## src/core/osc_pkg.sv

```systemverilog
// Overview of operation
// RQ1 - fast oscillator gives 8 MHz, usable directly as device clock and feeding postscaler
// RQ2 - postscaler divides the fast oscillator to give 31 kHz up to 4 MHz
// RQ3 - fast oscillator runs whenever the selection is 125 kHz through 8 MHz
// RQ4 - at 31 kHz, trim bit 7 picks postscaled fast oscillator or slow RC
// RQ5 - slow RC gives nominal 31 kHz and runs whenever it is the clock source
// RQ6 - slow RC also runs for power-up timer, clock monitor, watchdog or two-speed start
// RQ7 - control register frequency field picks fast direct, slow direct or postscaler output
// RQ8 - clock-out mode: second pin drives device clock over four, first pin is port bit
// RQ9 - dual-I/O mode: first pin is port bit seven, second pin port bit six
// RQ10 - five-bit trim field in low trim bits, software writable, shifts fast oscillator
// RQ11 - after a trim write the frequency walks over and settles within 1 ms, no stall
// RQ12 - no flag or status bit reports that the trim shift has finished
// RQ13 - trim writes touch only the fast oscillator, slow RC stays independent
// RQ14 - trim bit 6 enables the PLL while an internal oscillator mode is in use
// RQ15 - source or postscaler changes switch the device clock without glitches or runts
package osc_pkg;

	localparam int CLK_FREQ_HZ         = 20_000_000;
	localparam int TRIM_SETTLE_TIME_US = 1000;
	// longest time, rounded down to whole cycles
	localparam int TRIM_SETTLE_CYCLES  = (TRIM_SETTLE_TIME_US * (CLK_FREQ_HZ / 1_000_000));
	localparam int TRIM_LEVELS         = 32;

	localparam logic [3:0] CTRL_ADDR = 4'h0;
	localparam logic [3:0] TRIM_ADDR = 4'h1;

	localparam int CTRL_FREQ_LSB     = 4;
	localparam int CTRL_ON_FAST_BIT  = 3;
	localparam int CTRL_SLOW_RUN_BIT = 2;
	localparam int TRIM_SLOW_SRC_BIT = 7;
	localparam int TRIM_PLL_BIT      = 6;
	localparam int TRIM_FIELD_MSB    = 4;

	localparam logic [2:0] FREQ_SEL_31K    = 3'h0;
	localparam logic [2:0] FREQ_SEL_RESET  = 3'h4;
	localparam logic [7:0] TRIM_RESET      = 8'h00;
	localparam logic [7:0] TRIM_WRITE_MASK = 8'hdf;

	typedef enum logic [1:0] {
		PIN_MODE_EXTERNAL = 2'b00,
		PIN_MODE_CLKOUT   = 2'b01,
		PIN_MODE_DUAL_IO  = 2'b10
	} pin_mode_t;

	typedef enum logic {
		MUX_RUN = 1'b0,
		MUX_ARM = 1'b1
	} mux_state_t;

endpackage

```

## src/core/clk_mux_if.sv

```systemverilog
interface clk_mux_if;
	logic       fast_edge;
	logic       slow_edge;
	logic [2:0] freq_sel;
	logic       slow_src_fast;
	logic       dev_clk;
	logic       dev_rise;
	logic       on_fast;

	modport ctrl (output fast_edge, output slow_edge, output freq_sel, output slow_src_fast,
		input dev_clk, input dev_rise, input on_fast);
	modport mux (input fast_edge, input slow_edge, input freq_sel, input slow_src_fast,
		output dev_clk, output dev_rise, output on_fast);
endinterface

```

## src/core/internal_oscillator_block.sv

```systemverilog
// Chosen here: the strobed register port and the placing of the registers.
module internal_oscillator_block #(
	parameter int TRIM_SETTLE_CYCLES = osc_pkg::TRIM_SETTLE_CYCLES
) (
	input  wire logic       sys_clk_in,                // 20 MHz system clock
	input  wire logic       rst_n_in,                  // synchronous reset, active low
	input  wire logic [3:0] reg_addr_in,               // register address
	input  wire logic [7:0] reg_wdata_in,              // register write data
	input  wire logic       reg_wr_in,                 // write strobe
	input  wire logic       reg_rd_in,                 // read strobe
	output logic      [7:0] reg_rdata_out,             // read data, cycle after strobe
	input  wire logic       fast_osc_clk_in,           // raw fast oscillator output
	input  wire logic       slow_rc_clk_in,            // raw slow RC oscillator output
	output logic            fast_osc_en_out,           // fast oscillator run enable
	output logic            slow_rc_en_out,            // slow RC oscillator run enable
	output logic      [4:0] trim_field_out,            // trim code to fast oscillator
	output logic            pll_enable_out,            // PLL enable
	input  wire logic       pwrt_en_in,                // power-up timer enabled
	input  wire logic       fail_safe_en_in,           // fail-safe clock monitor enabled
	input  wire logic       watchdog_en_in,            // watchdog timer enabled
	input  wire logic       two_speed_en_in,           // two-speed start-up enabled
	input  wire logic [1:0] pin_mode_in,               // oscillator pin mode configuration
	output logic            device_clk_out,            // selected device clock
	input  wire logic       first_osc_pin_in,          // first oscillator pin level
	output logic            first_osc_pin_out,         // first oscillator pin drive value
	output logic            first_osc_pin_oe_out,      // first oscillator pin drive enable
	input  wire logic       second_osc_pin_in,         // second oscillator pin level
	output logic            second_osc_pin_out,        // second oscillator pin drive value
	output logic            second_osc_pin_oe_out,     // second oscillator pin drive enable
	input  wire logic       port_a_bit_seven_data_in,  // port bit seven output latch
	input  wire logic       port_a_bit_seven_drive_in, // port bit seven drive enable
	output logic            port_a_bit_seven_read_out, // port bit seven pin level
	input  wire logic       port_a_bit_six_data_in,    // port bit six output latch
	input  wire logic       port_a_bit_six_drive_in,   // port bit six drive enable
	output logic            port_a_bit_six_read_out    // port bit six pin level
);

	localparam int STEP_CYCLES_RAW = TRIM_SETTLE_CYCLES / osc_pkg::TRIM_LEVELS;
	localparam int STEP_CYCLES     = (STEP_CYCLES_RAW < 1) ? 1 : STEP_CYCLES_RAW;
	localparam logic [15:0] STEP_LAST = 16'(STEP_CYCLES - 1);
	localparam logic [15:0] SETTLE_LIMIT = 16'(TRIM_SETTLE_CYCLES);

	clk_mux_if mux_if ();

	logic [2:0]  freq_sel_r;
	logic [7:0]  trim_reg_r;
	logic [4:0]  trim_cur_r;
	logic [15:0] step_cnt_r;
	logic [7:0]  rdata_r;
	logic        fast_en_r;
	logic        slow_en_r;
	logic        pll_en_r;
	logic [2:0]  fast_sync_r;
	logic [2:0]  slow_sync_r;
	logic [1:0]  first_sync_r;
	logic [1:0]  second_sync_r;
	logic        fosc4_phase_r;
	logic        fosc4_r;
	logic        first_out_r;
	logic        first_oe_r;
	logic        second_out_r;
	logic        second_oe_r;
	logic        ctrl_wr;
	logic        trim_wr;
	logic        internal_mode;
	logic        slow_need;
	logic        fast_need;

	assign ctrl_wr       = reg_wr_in && (reg_addr_in == osc_pkg::CTRL_ADDR);
	assign trim_wr       = reg_wr_in && (reg_addr_in == osc_pkg::TRIM_ADDR);
	assign internal_mode = (pin_mode_in == osc_pkg::PIN_MODE_CLKOUT) || (pin_mode_in == osc_pkg::PIN_MODE_DUAL_IO);

	// register writes
	always_ff @(posedge sys_clk_in) begin
		if (!rst_n_in) begin
			freq_sel_r <= osc_pkg::FREQ_SEL_RESET;
		end else if (ctrl_wr) begin
			freq_sel_r <= reg_wdata_in[osc_pkg::CTRL_FREQ_LSB +: 3]; // [RQ7]
		end
	end

	always_ff @(posedge sys_clk_in) begin
		if (!rst_n_in) begin
			trim_reg_r <= osc_pkg::TRIM_RESET;
		end else if (trim_wr) begin
			trim_reg_r <= reg_wdata_in & osc_pkg::TRIM_WRITE_MASK; // [RQ10]
		end
	end

	// read data stands only in the cycle after the strobe; unmapped addresses read zero
	always_ff @(posedge sys_clk_in) begin
		if (!rst_n_in) begin
			rdata_r <= 8'h00;
		end else if (reg_rd_in) begin
			case (reg_addr_in)
				osc_pkg::CTRL_ADDR: begin
					rdata_r <= {1'b0, freq_sel_r, mux_if.on_fast, slow_en_r, 2'b00};
				end
				osc_pkg::TRIM_ADDR: begin
					rdata_r <= trim_reg_r; // [RQ12]
				end
				default: begin
					rdata_r <= 8'h00;
				end
			endcase
		end else begin
			rdata_r <= 8'h00;
		end
	end

	assign reg_rdata_out = rdata_r;

	// oscillator run enables; the old source runs on until the mux has left it, else a high phase never ends
	assign fast_need = (freq_sel_r != osc_pkg::FREQ_SEL_31K) || trim_reg_r[osc_pkg::TRIM_SLOW_SRC_BIT] // [RQ3] [RQ4]
		|| mux_if.on_fast; // [RQ15]
	assign slow_need = ((freq_sel_r == osc_pkg::FREQ_SEL_31K) && !trim_reg_r[osc_pkg::TRIM_SLOW_SRC_BIT]) // [RQ5]
		|| !mux_if.on_fast // [RQ15]
		|| pwrt_en_in || fail_safe_en_in || watchdog_en_in || two_speed_en_in; // [RQ6] [RQ13]

	always_ff @(posedge sys_clk_in) begin
		if (!rst_n_in) begin
			fast_en_r <= 1'b1;
			slow_en_r <= 1'b0;
			pll_en_r  <= 1'b0;
		end else begin
			fast_en_r <= fast_need;
			slow_en_r <= slow_need;
			pll_en_r  <= trim_reg_r[osc_pkg::TRIM_PLL_BIT] && internal_mode; // [RQ14]
		end
	end

	assign fast_osc_en_out = fast_en_r;
	assign slow_rc_en_out  = slow_en_r;
	assign pll_enable_out  = pll_en_r;

	// trim code walks one level per step so a full sweep fits in the settle time
	always_ff @(posedge sys_clk_in) begin
		if (!rst_n_in) begin
			step_cnt_r <= 16'h0000;
			trim_cur_r <= osc_pkg::TRIM_RESET[osc_pkg::TRIM_FIELD_MSB:0];
		end else if (step_cnt_r >= STEP_LAST) begin
			step_cnt_r <= 16'h0000;
			if (trim_cur_r < trim_reg_r[osc_pkg::TRIM_FIELD_MSB:0]) begin
				trim_cur_r <= 5'(trim_cur_r + 5'h01); // [RQ11]
			end else if (trim_cur_r > trim_reg_r[osc_pkg::TRIM_FIELD_MSB:0]) begin
				trim_cur_r <= 5'(trim_cur_r - 5'h01); // [RQ11]
			end
		end else begin
			step_cnt_r <= 16'(step_cnt_r + 16'h0001);
		end
	end

	assign trim_field_out = trim_cur_r; // [RQ10]

	// oscillator outputs are asynchronous; third stage only feeds the edge detect
	always_ff @(posedge sys_clk_in) begin
		if (!rst_n_in) begin
			fast_sync_r <= 3'h0;
			slow_sync_r <= 3'h0;
		end else begin
			fast_sync_r <= {fast_sync_r[1:0], fast_osc_clk_in};
			slow_sync_r <= {slow_sync_r[1:0], slow_rc_clk_in};
		end
	end

	assign mux_if.fast_edge     = (fast_sync_r[2] ^ fast_sync_r[1]) && fast_en_r; // [RQ1]
	assign mux_if.slow_edge     = (slow_sync_r[2] ^ slow_sync_r[1]) && slow_en_r; // [RQ5]
	assign mux_if.freq_sel      = freq_sel_r;
	assign mux_if.slow_src_fast = trim_reg_r[osc_pkg::TRIM_SLOW_SRC_BIT];

	glitch_free_clock_mux u_clock_mux (
		.sys_clk_in (sys_clk_in),
		.rst_n_in   (rst_n_in),
		.mux_if     (mux_if.mux)
	);

	assign device_clk_out = mux_if.dev_clk;

	// device clock over four: toggle on every second rising edge
	always_ff @(posedge sys_clk_in) begin
		if (!rst_n_in) begin
			fosc4_phase_r <= 1'b0;
			fosc4_r       <= 1'b0;
		end else if (mux_if.dev_rise) begin
			fosc4_phase_r <= ~fosc4_phase_r;
			if (fosc4_phase_r) begin
				fosc4_r <= ~fosc4_r; // [RQ8]
			end
		end
	end

	// pin levels in from outside the clock domain
	always_ff @(posedge sys_clk_in) begin
		if (!rst_n_in) begin
			first_sync_r  <= 2'h0;
			second_sync_r <= 2'h0;
		end else begin
			first_sync_r  <= {first_sync_r[0], first_osc_pin_in};
			second_sync_r <= {second_sync_r[0], second_osc_pin_in};
		end
	end

	assign port_a_bit_seven_read_out = internal_mode ? first_sync_r[1] : 1'b0;
	assign port_a_bit_six_read_out   = (pin_mode_in == osc_pkg::PIN_MODE_DUAL_IO) ? second_sync_r[1] : 1'b0;

	// pin drivers; external mode leaves both pins to the crystal circuit
	always_ff @(posedge sys_clk_in) begin
		if (!rst_n_in) begin
			first_out_r  <= 1'b0;
			first_oe_r   <= 1'b0;
			second_out_r <= 1'b0;
			second_oe_r  <= 1'b0;
		end else begin
			case (pin_mode_in)
				osc_pkg::PIN_MODE_CLKOUT: begin
					first_out_r  <= port_a_bit_seven_data_in; // [RQ8]
					first_oe_r   <= port_a_bit_seven_drive_in;
					second_out_r <= fosc4_r; // [RQ8]
					second_oe_r  <= 1'b1;
				end
				osc_pkg::PIN_MODE_DUAL_IO: begin
					first_out_r  <= port_a_bit_seven_data_in; // [RQ9]
					first_oe_r   <= port_a_bit_seven_drive_in;
					second_out_r <= port_a_bit_six_data_in; // [RQ9]
					second_oe_r  <= port_a_bit_six_drive_in;
				end
				default: begin
					first_out_r  <= 1'b0;
					first_oe_r   <= 1'b0;
					second_out_r <= 1'b0;
					second_oe_r  <= 1'b0;
				end
			endcase
		end
	end

	assign first_osc_pin_out     = first_out_r;
	assign first_osc_pin_oe_out  = first_oe_r;
	assign second_osc_pin_out    = second_out_r;
	assign second_osc_pin_oe_out = second_oe_r;

	// cycles since the last trim write while the code is still walking
	logic [15:0] settle_wait_r;

	always_ff @(posedge sys_clk_in) begin
		if (!rst_n_in || trim_wr) begin
			settle_wait_r <= 16'h0000;
		end else if (trim_cur_r != trim_reg_r[osc_pkg::TRIM_FIELD_MSB:0] && settle_wait_r != 16'hffff) begin
			settle_wait_r <= 16'(settle_wait_r + 16'h0001);
		end
	end
endmodule // internal_oscillator_block

```

## src/core/glitch_free_clock_mux.sv

```systemverilog
module glitch_free_clock_mux (
	input wire logic  sys_clk_in,   // system clock
	input wire logic  rst_n_in,     // synchronous reset, active low
	clk_mux_if.mux    mux_if        // edges in, device clock out
);

	osc_pkg::mux_state_t state_r;
	logic [2:0]          sel_r;
	logic                src_fast_r;
	logic [7:0]          cnt_r;
	logic                clk_r;
	logic                clk_nxt;
	logic                rise_r;
	logic                req_fast;
	logic                change;
	logic                src_tick;

	// half period of the postscaled clock, in fast oscillator edges, minus one
	function automatic logic [7:0] half_period_mask(input logic [2:0] sel);
		half_period_mask = (sel == osc_pkg::FREQ_SEL_31K) ? 8'hff : 8'(8'h7f >> sel);
	endfunction

	assign req_fast = (mux_if.freq_sel != osc_pkg::FREQ_SEL_31K) || mux_if.slow_src_fast;
	assign change   = (sel_r != mux_if.freq_sel) || (src_fast_r != req_fast);
	assign src_tick = src_fast_r ?
		(mux_if.fast_edge && ((cnt_r & half_period_mask(sel_r)) == half_period_mask(sel_r))) : // [RQ1] [RQ2]
		mux_if.slow_edge; // [RQ5]

	always_comb begin
		clk_nxt = clk_r;
		if (state_r == osc_pkg::MUX_RUN && !(change && !clk_r) && src_tick) begin
			clk_nxt = ~clk_r;
		end
	end

	// a change is taken only while the clock is low; the new source then gets a full half period
	always_ff @(posedge sys_clk_in) begin
		if (!rst_n_in) begin
			state_r    <= osc_pkg::MUX_ARM;
			sel_r      <= osc_pkg::FREQ_SEL_RESET;
			src_fast_r <= 1'b1;
			cnt_r      <= 8'h00;
		end else begin
			case (state_r)
				osc_pkg::MUX_RUN: begin
					if (change && !clk_r) begin // [RQ15]
						state_r    <= osc_pkg::MUX_ARM;
						sel_r      <= mux_if.freq_sel; // [RQ7]
						src_fast_r <= req_fast; // [RQ4]
						cnt_r      <= 8'h00;
					end else if (mux_if.fast_edge) begin
						cnt_r <= 8'(cnt_r + 8'h01);
					end
				end
				osc_pkg::MUX_ARM: begin
					if (src_tick) begin
						state_r <= osc_pkg::MUX_RUN; // [RQ15]
					end
					if (mux_if.fast_edge) begin
						cnt_r <= 8'(cnt_r + 8'h01);
					end
				end
				default: begin
					state_r <= osc_pkg::MUX_ARM;
				end
			endcase
		end
	end

	always_ff @(posedge sys_clk_in) begin
		if (!rst_n_in) begin
			clk_r  <= 1'b0;
			rise_r <= 1'b0;
		end else begin
			clk_r  <= clk_nxt;
			rise_r <= clk_nxt & ~clk_r;
		end
	end

	assign mux_if.dev_clk  = clk_r;
	assign mux_if.dev_rise = rise_r;
	assign mux_if.on_fast  = src_fast_r;
endmodule // glitch_free_clock_mux

```

## config.mk

```make
export PLATFORM = sky130hd
export DESIGN_NAME = internal_oscillator_block
export DESIGN_NICKNAME = d
export VERILOG_FILES = /design/src/core/osc_pkg.sv /design/src/core/clk_mux_if.sv /design/src/core/internal_oscillator_block.sv /design/src/core/glitch_free_clock_mux.sv
export SDC_FILE = /design/constraint.sdc
export NUM_CORES = 1
export LEC_CHECK = 0
export ABC_AREA = 1
export BUFFER_PORTS_ARGS = -buffer_cell sky130_fd_sc_hd__buf_2
export CAP_MARGIN = 20
export CORE_MARGIN = 1
export CORE_UTILIZATION = 45
export CTS_CLUSTER_SIZE = 14
export DETAILED_ROUTE_END_ITERATION = 7
export GPL_ROUTABILITY_DRIVEN = 0
export MAX_ROUTING_LAYER = met4
export PLACE_DENSITY_LB_ADDON = 0.2
export SLEW_MARGIN = 20
export SYNTH_ARGS = -nofsm -noshare
export SYNTH_HDL_FRONTEND = slang
export SYNTH_SLANG_ARGS = --single-unit
```

## constraint.sdc

```tcl
create_clock -name sys_clk_in -period 2.5 [get_ports sys_clk_in]
set_clock_uncertainty 0.15 [all_clocks]
set_input_delay 0.5 -clock sys_clk_in [delete_from_list [all_inputs] [get_ports sys_clk_in]]
set_output_delay 0.5 -clock sys_clk_in [all_outputs]
set_load 0.01 [all_outputs]
```

==> metrics <==
drt via density 4.40; clock power share 31.6%; Skew-Pair Late Insertion Delay 0.34 ns; hold endpoint first_sync_r[0]; Starting Density 46.6%; Async SR Flop Fraction 0%; Synth Area per Inst 7.86 um2; Sw Share 31.0%; CTS buffer count 9; FP Rows 30; Tcrit/Tclk final 92.9%; simple-gate share of the synthesized area 24.4%; Worst-path clk slew 0.07 ns; Comb power frac 28.2%; worst min path class primary input to flip-flop; worst hold stages 3; worst endpoint required time 2.59 ns; setup TNS 0 ns; Post-synth EDFFs 0; area fraction in compound gates after synthesis 9.55%; core box area 6830 um2; Ys Warns 0; via count 2510; Seq pwr share 40.2%; CTS tree done; dpl cells 555; final core occ 56.2%; area grow syn2layout 20.6%; die area 7420 um2; Pwr Density 837 nW/um2; xor-xnor portion of the synthesized cell area 3.58%; max-cap viol count 0; initial antenna violation count 0; Root Buffer clkbuf_8; Critical Path AT 2.41 ns; grt ovf 0; fin cells 571; Pint 2220 uW; min-delay src first_osc_pin_in; crit start category flip-flop; share of the synthesized area in the top cell type 45.9%; # setup viols final 0; H-tree depth 3; Mapped Area 3180 um2; R2R setup slack 0.18 ns; Synth Area in Adders 6.92%; top area cells in the synthesized netlist dfxtp_1, inv_1, nand2_1, ha_1, nor2_1; Net Switching 997 uW; share of layout cells above drive strength 1 21.1%; Max VDD drop 0.000471 V; 1st-pass router iterations 6; Slew Viols, Final 0; first-pass GRT wire length 9790 um; Seq/Total Area, Yosys 45.9%; Final Hold Viols 0; FMAX 0.430 GHz; Mapped Cells 405; largest family of logic cells by synthesized area simple AND/OR/NAND/NOR gates; leakage power 0.00188 uW; Boundary Pins 53; DPL Wire Length 4410 um; CP endpoint kind flip-flop; Port Buffer Count 52; die width 86.1 um; DR DRC count 0; R2R cell count 13; Die Y 86.1 um; GRT Total Usage 17.9%; r2r endpoint trim_field_out[4]; vias in the first global route 2269; area leader, netlist dfxtp_1; unrepaired setup endpoints after global routing no; CTS Hold Buffers Added 0; kind of critical path flip-flop to flip-flop; Total Nets Final 517; status complete, no violations; routed len/inst 10.3 um; Worst Hold Slack 0.184 ns; post-synthesis mux area share 0%; n_diodes 0; iteration-0 DRC count of the detailed router 61; Final Critical Period 2.32 ns; Yosys reg bits 73; r2r startpoint trim_reg_r[4]; post-route ant nets 0; clock sink count 73; main flop type after synthesis dfxtp_1; largest net degree at the start of global routing 21; synth unique cells 36; clk buf depth 2; final WL 5860 um; CP max FO 7
final cells by class:
cell class / instances / area, um2
clock inverters: 4 / 76.3
well taps: 96 / 120
inverters: 75 / 282
multi-input cells: 257 / 1480
repair buffers: 54 / 275
flip-flops and latches: 73 / 1470
fillers: 663 / 2990
clock buffers: 12 / 145
worst max-delay path, stage by stage, from the launching register on:
cell and delay [ns]:
dfxtp_1 0.31, inv_1 0.07, ha_1 0.30, nand2_1 0.12
nor2_1 0.06, nand2_1 0.11, nand3_4 0.16, fa_2 0.40
a21oi_2 0.16, nand3_1 0.09, nand2_1 0.07, inv_1 0.04
a21oi_1 0.12, nor2_1 0.06
sequential cells by signal, indices dropped and copies added, names as in the netlist, 2 cells and up:
name / cells
fast_sync_r: 3
first_sync_r: 2
freq_sel_r: 3
reg_rdata_out: 8
second_sync_r: 2
slow_sync_r: 3
step_cnt_r: 16
trim_field_out: 5
trim_reg_r: 7
u_clock_mux.cnt_r: 8
u_clock_mux.sel_r: 3
layer usage:
layer / vias to the layer above / global-route usage (%) / share of wire, %
li1: 1375 / - / -
met1: 1093 / 20.1 / 48
met2: 34 / 29.4 / 47
met3: 8 / 6.06 / 3.3
met4: 0 / 6.36 / 1.7
met5: - / - / 0
synthesized netlist by cell type (2+ instances only):
| cell type | number |
|---|---|
| ha_1 | 16 |
| a21oi_4 | 2 |
| clkbuf_1 | 2 |
| nor2_4 | 3 |
| o21ai_1 | 4 |
| nand2_2 | 5 |
| nor3_1 | 5 |
| inv_1 | 74 |
| xnor2_1 | 4 |
| nand3_2 | 2 |
| or2_2 | 2 |
| buf_2 | 2 |
| nor3b_2 | 2 |
| xor2_1 | 9 |
| nor2_1 | 51 |
| nand2_1 | 73 |
| o21ai_0 | 12 |
| a21oi_1 | 23 |
| o22ai_1 | 6 |
| nor2_2 | 4 |
| dfxtp_1 | 73 |
| nand4_1 | 4 |
| nand3_1 | 14 |
power groups by stage:
| stage | clock network (uW) | registers, uW | logic (uW) |
|---|---|---|---|
| after global routing | 1090 | 1300 | 1040 |
| after CTS | 1050 | 1280 | 814 |
| after floorplan | 0 | 1310 | 612 |
| after detailed placement | 0 | 1310 | 812 |
| after global placement | 0 | 1300 | 793 |
| final | 1020 | 1290 | 905 |
repair_timing:
| item | 4_1_cts | 5_1_grt |
|---|---|---|
| endpoints found under the setup margin | 0 | 1 |
| setup buffers | 0 | 0 |
| resized for setup | 0 | 8 |
through the flow:
stage	instance area (um2)	setup WS, ns	power [uW]
6_report	3840	0.177	3210
5_1_grt	3840	0.00297	3430
4_1_cts	3800	0.0402	3140
3_5_place_dp	3580	0.0571	2120
3_3_place_gp	3580	0.156	2090
2_1_floorplan	3200	0.215	1920
layout by cell type, fill, tap and decap left out, drive strengths merged, types with 2 or more instances in the layout:
cell type	synthesis	routed
nor2	58	58
dfxtp	73	73
nand4	4	4
bufinv	0	2
a21oi	25	25
ha	16	16
o22ai	6	6
o21ai	17	17
buf	3	54
xnor2	4	4
nand2	79	79
inv	75	75
xor2	9	9
nor3b	2	2
or2	3	3
conb	1	6
nor3	6	6
nand3	17	17
clkbuf	2	12
how the worst max path moves through the flow:
stage                       from           endpoint  cells past startpoint
2_1_floorplan  trim_field_out[1]  trim_field_out[4]                     16
3_3_place_gp   trim_field_out[1]  trim_field_out[4]                     16
3_5_place_dp   trim_field_out[4]  trim_field_out[4]                     16
4_1_cts            trim_reg_r[4]  trim_field_out[4]                     17
5_1_grt            trim_reg_r[4]  trim_field_out[4]                     13
6_report           trim_reg_r[4]  trim_field_out[4]                     13
cell families (layout without fill, tap and decap cells):
kind of cell	after synthesis	after routing
AND/OR/NAND/NOR	169	169
XOR/XNOR	13	13
buffers and inverters	80	145
flip-flops	73	73
other	1	6
AO/OA/AOI/OAI	52	52
adder cells (fa/ha/maj)	17	17
Power figures use the tool's default switching activity.
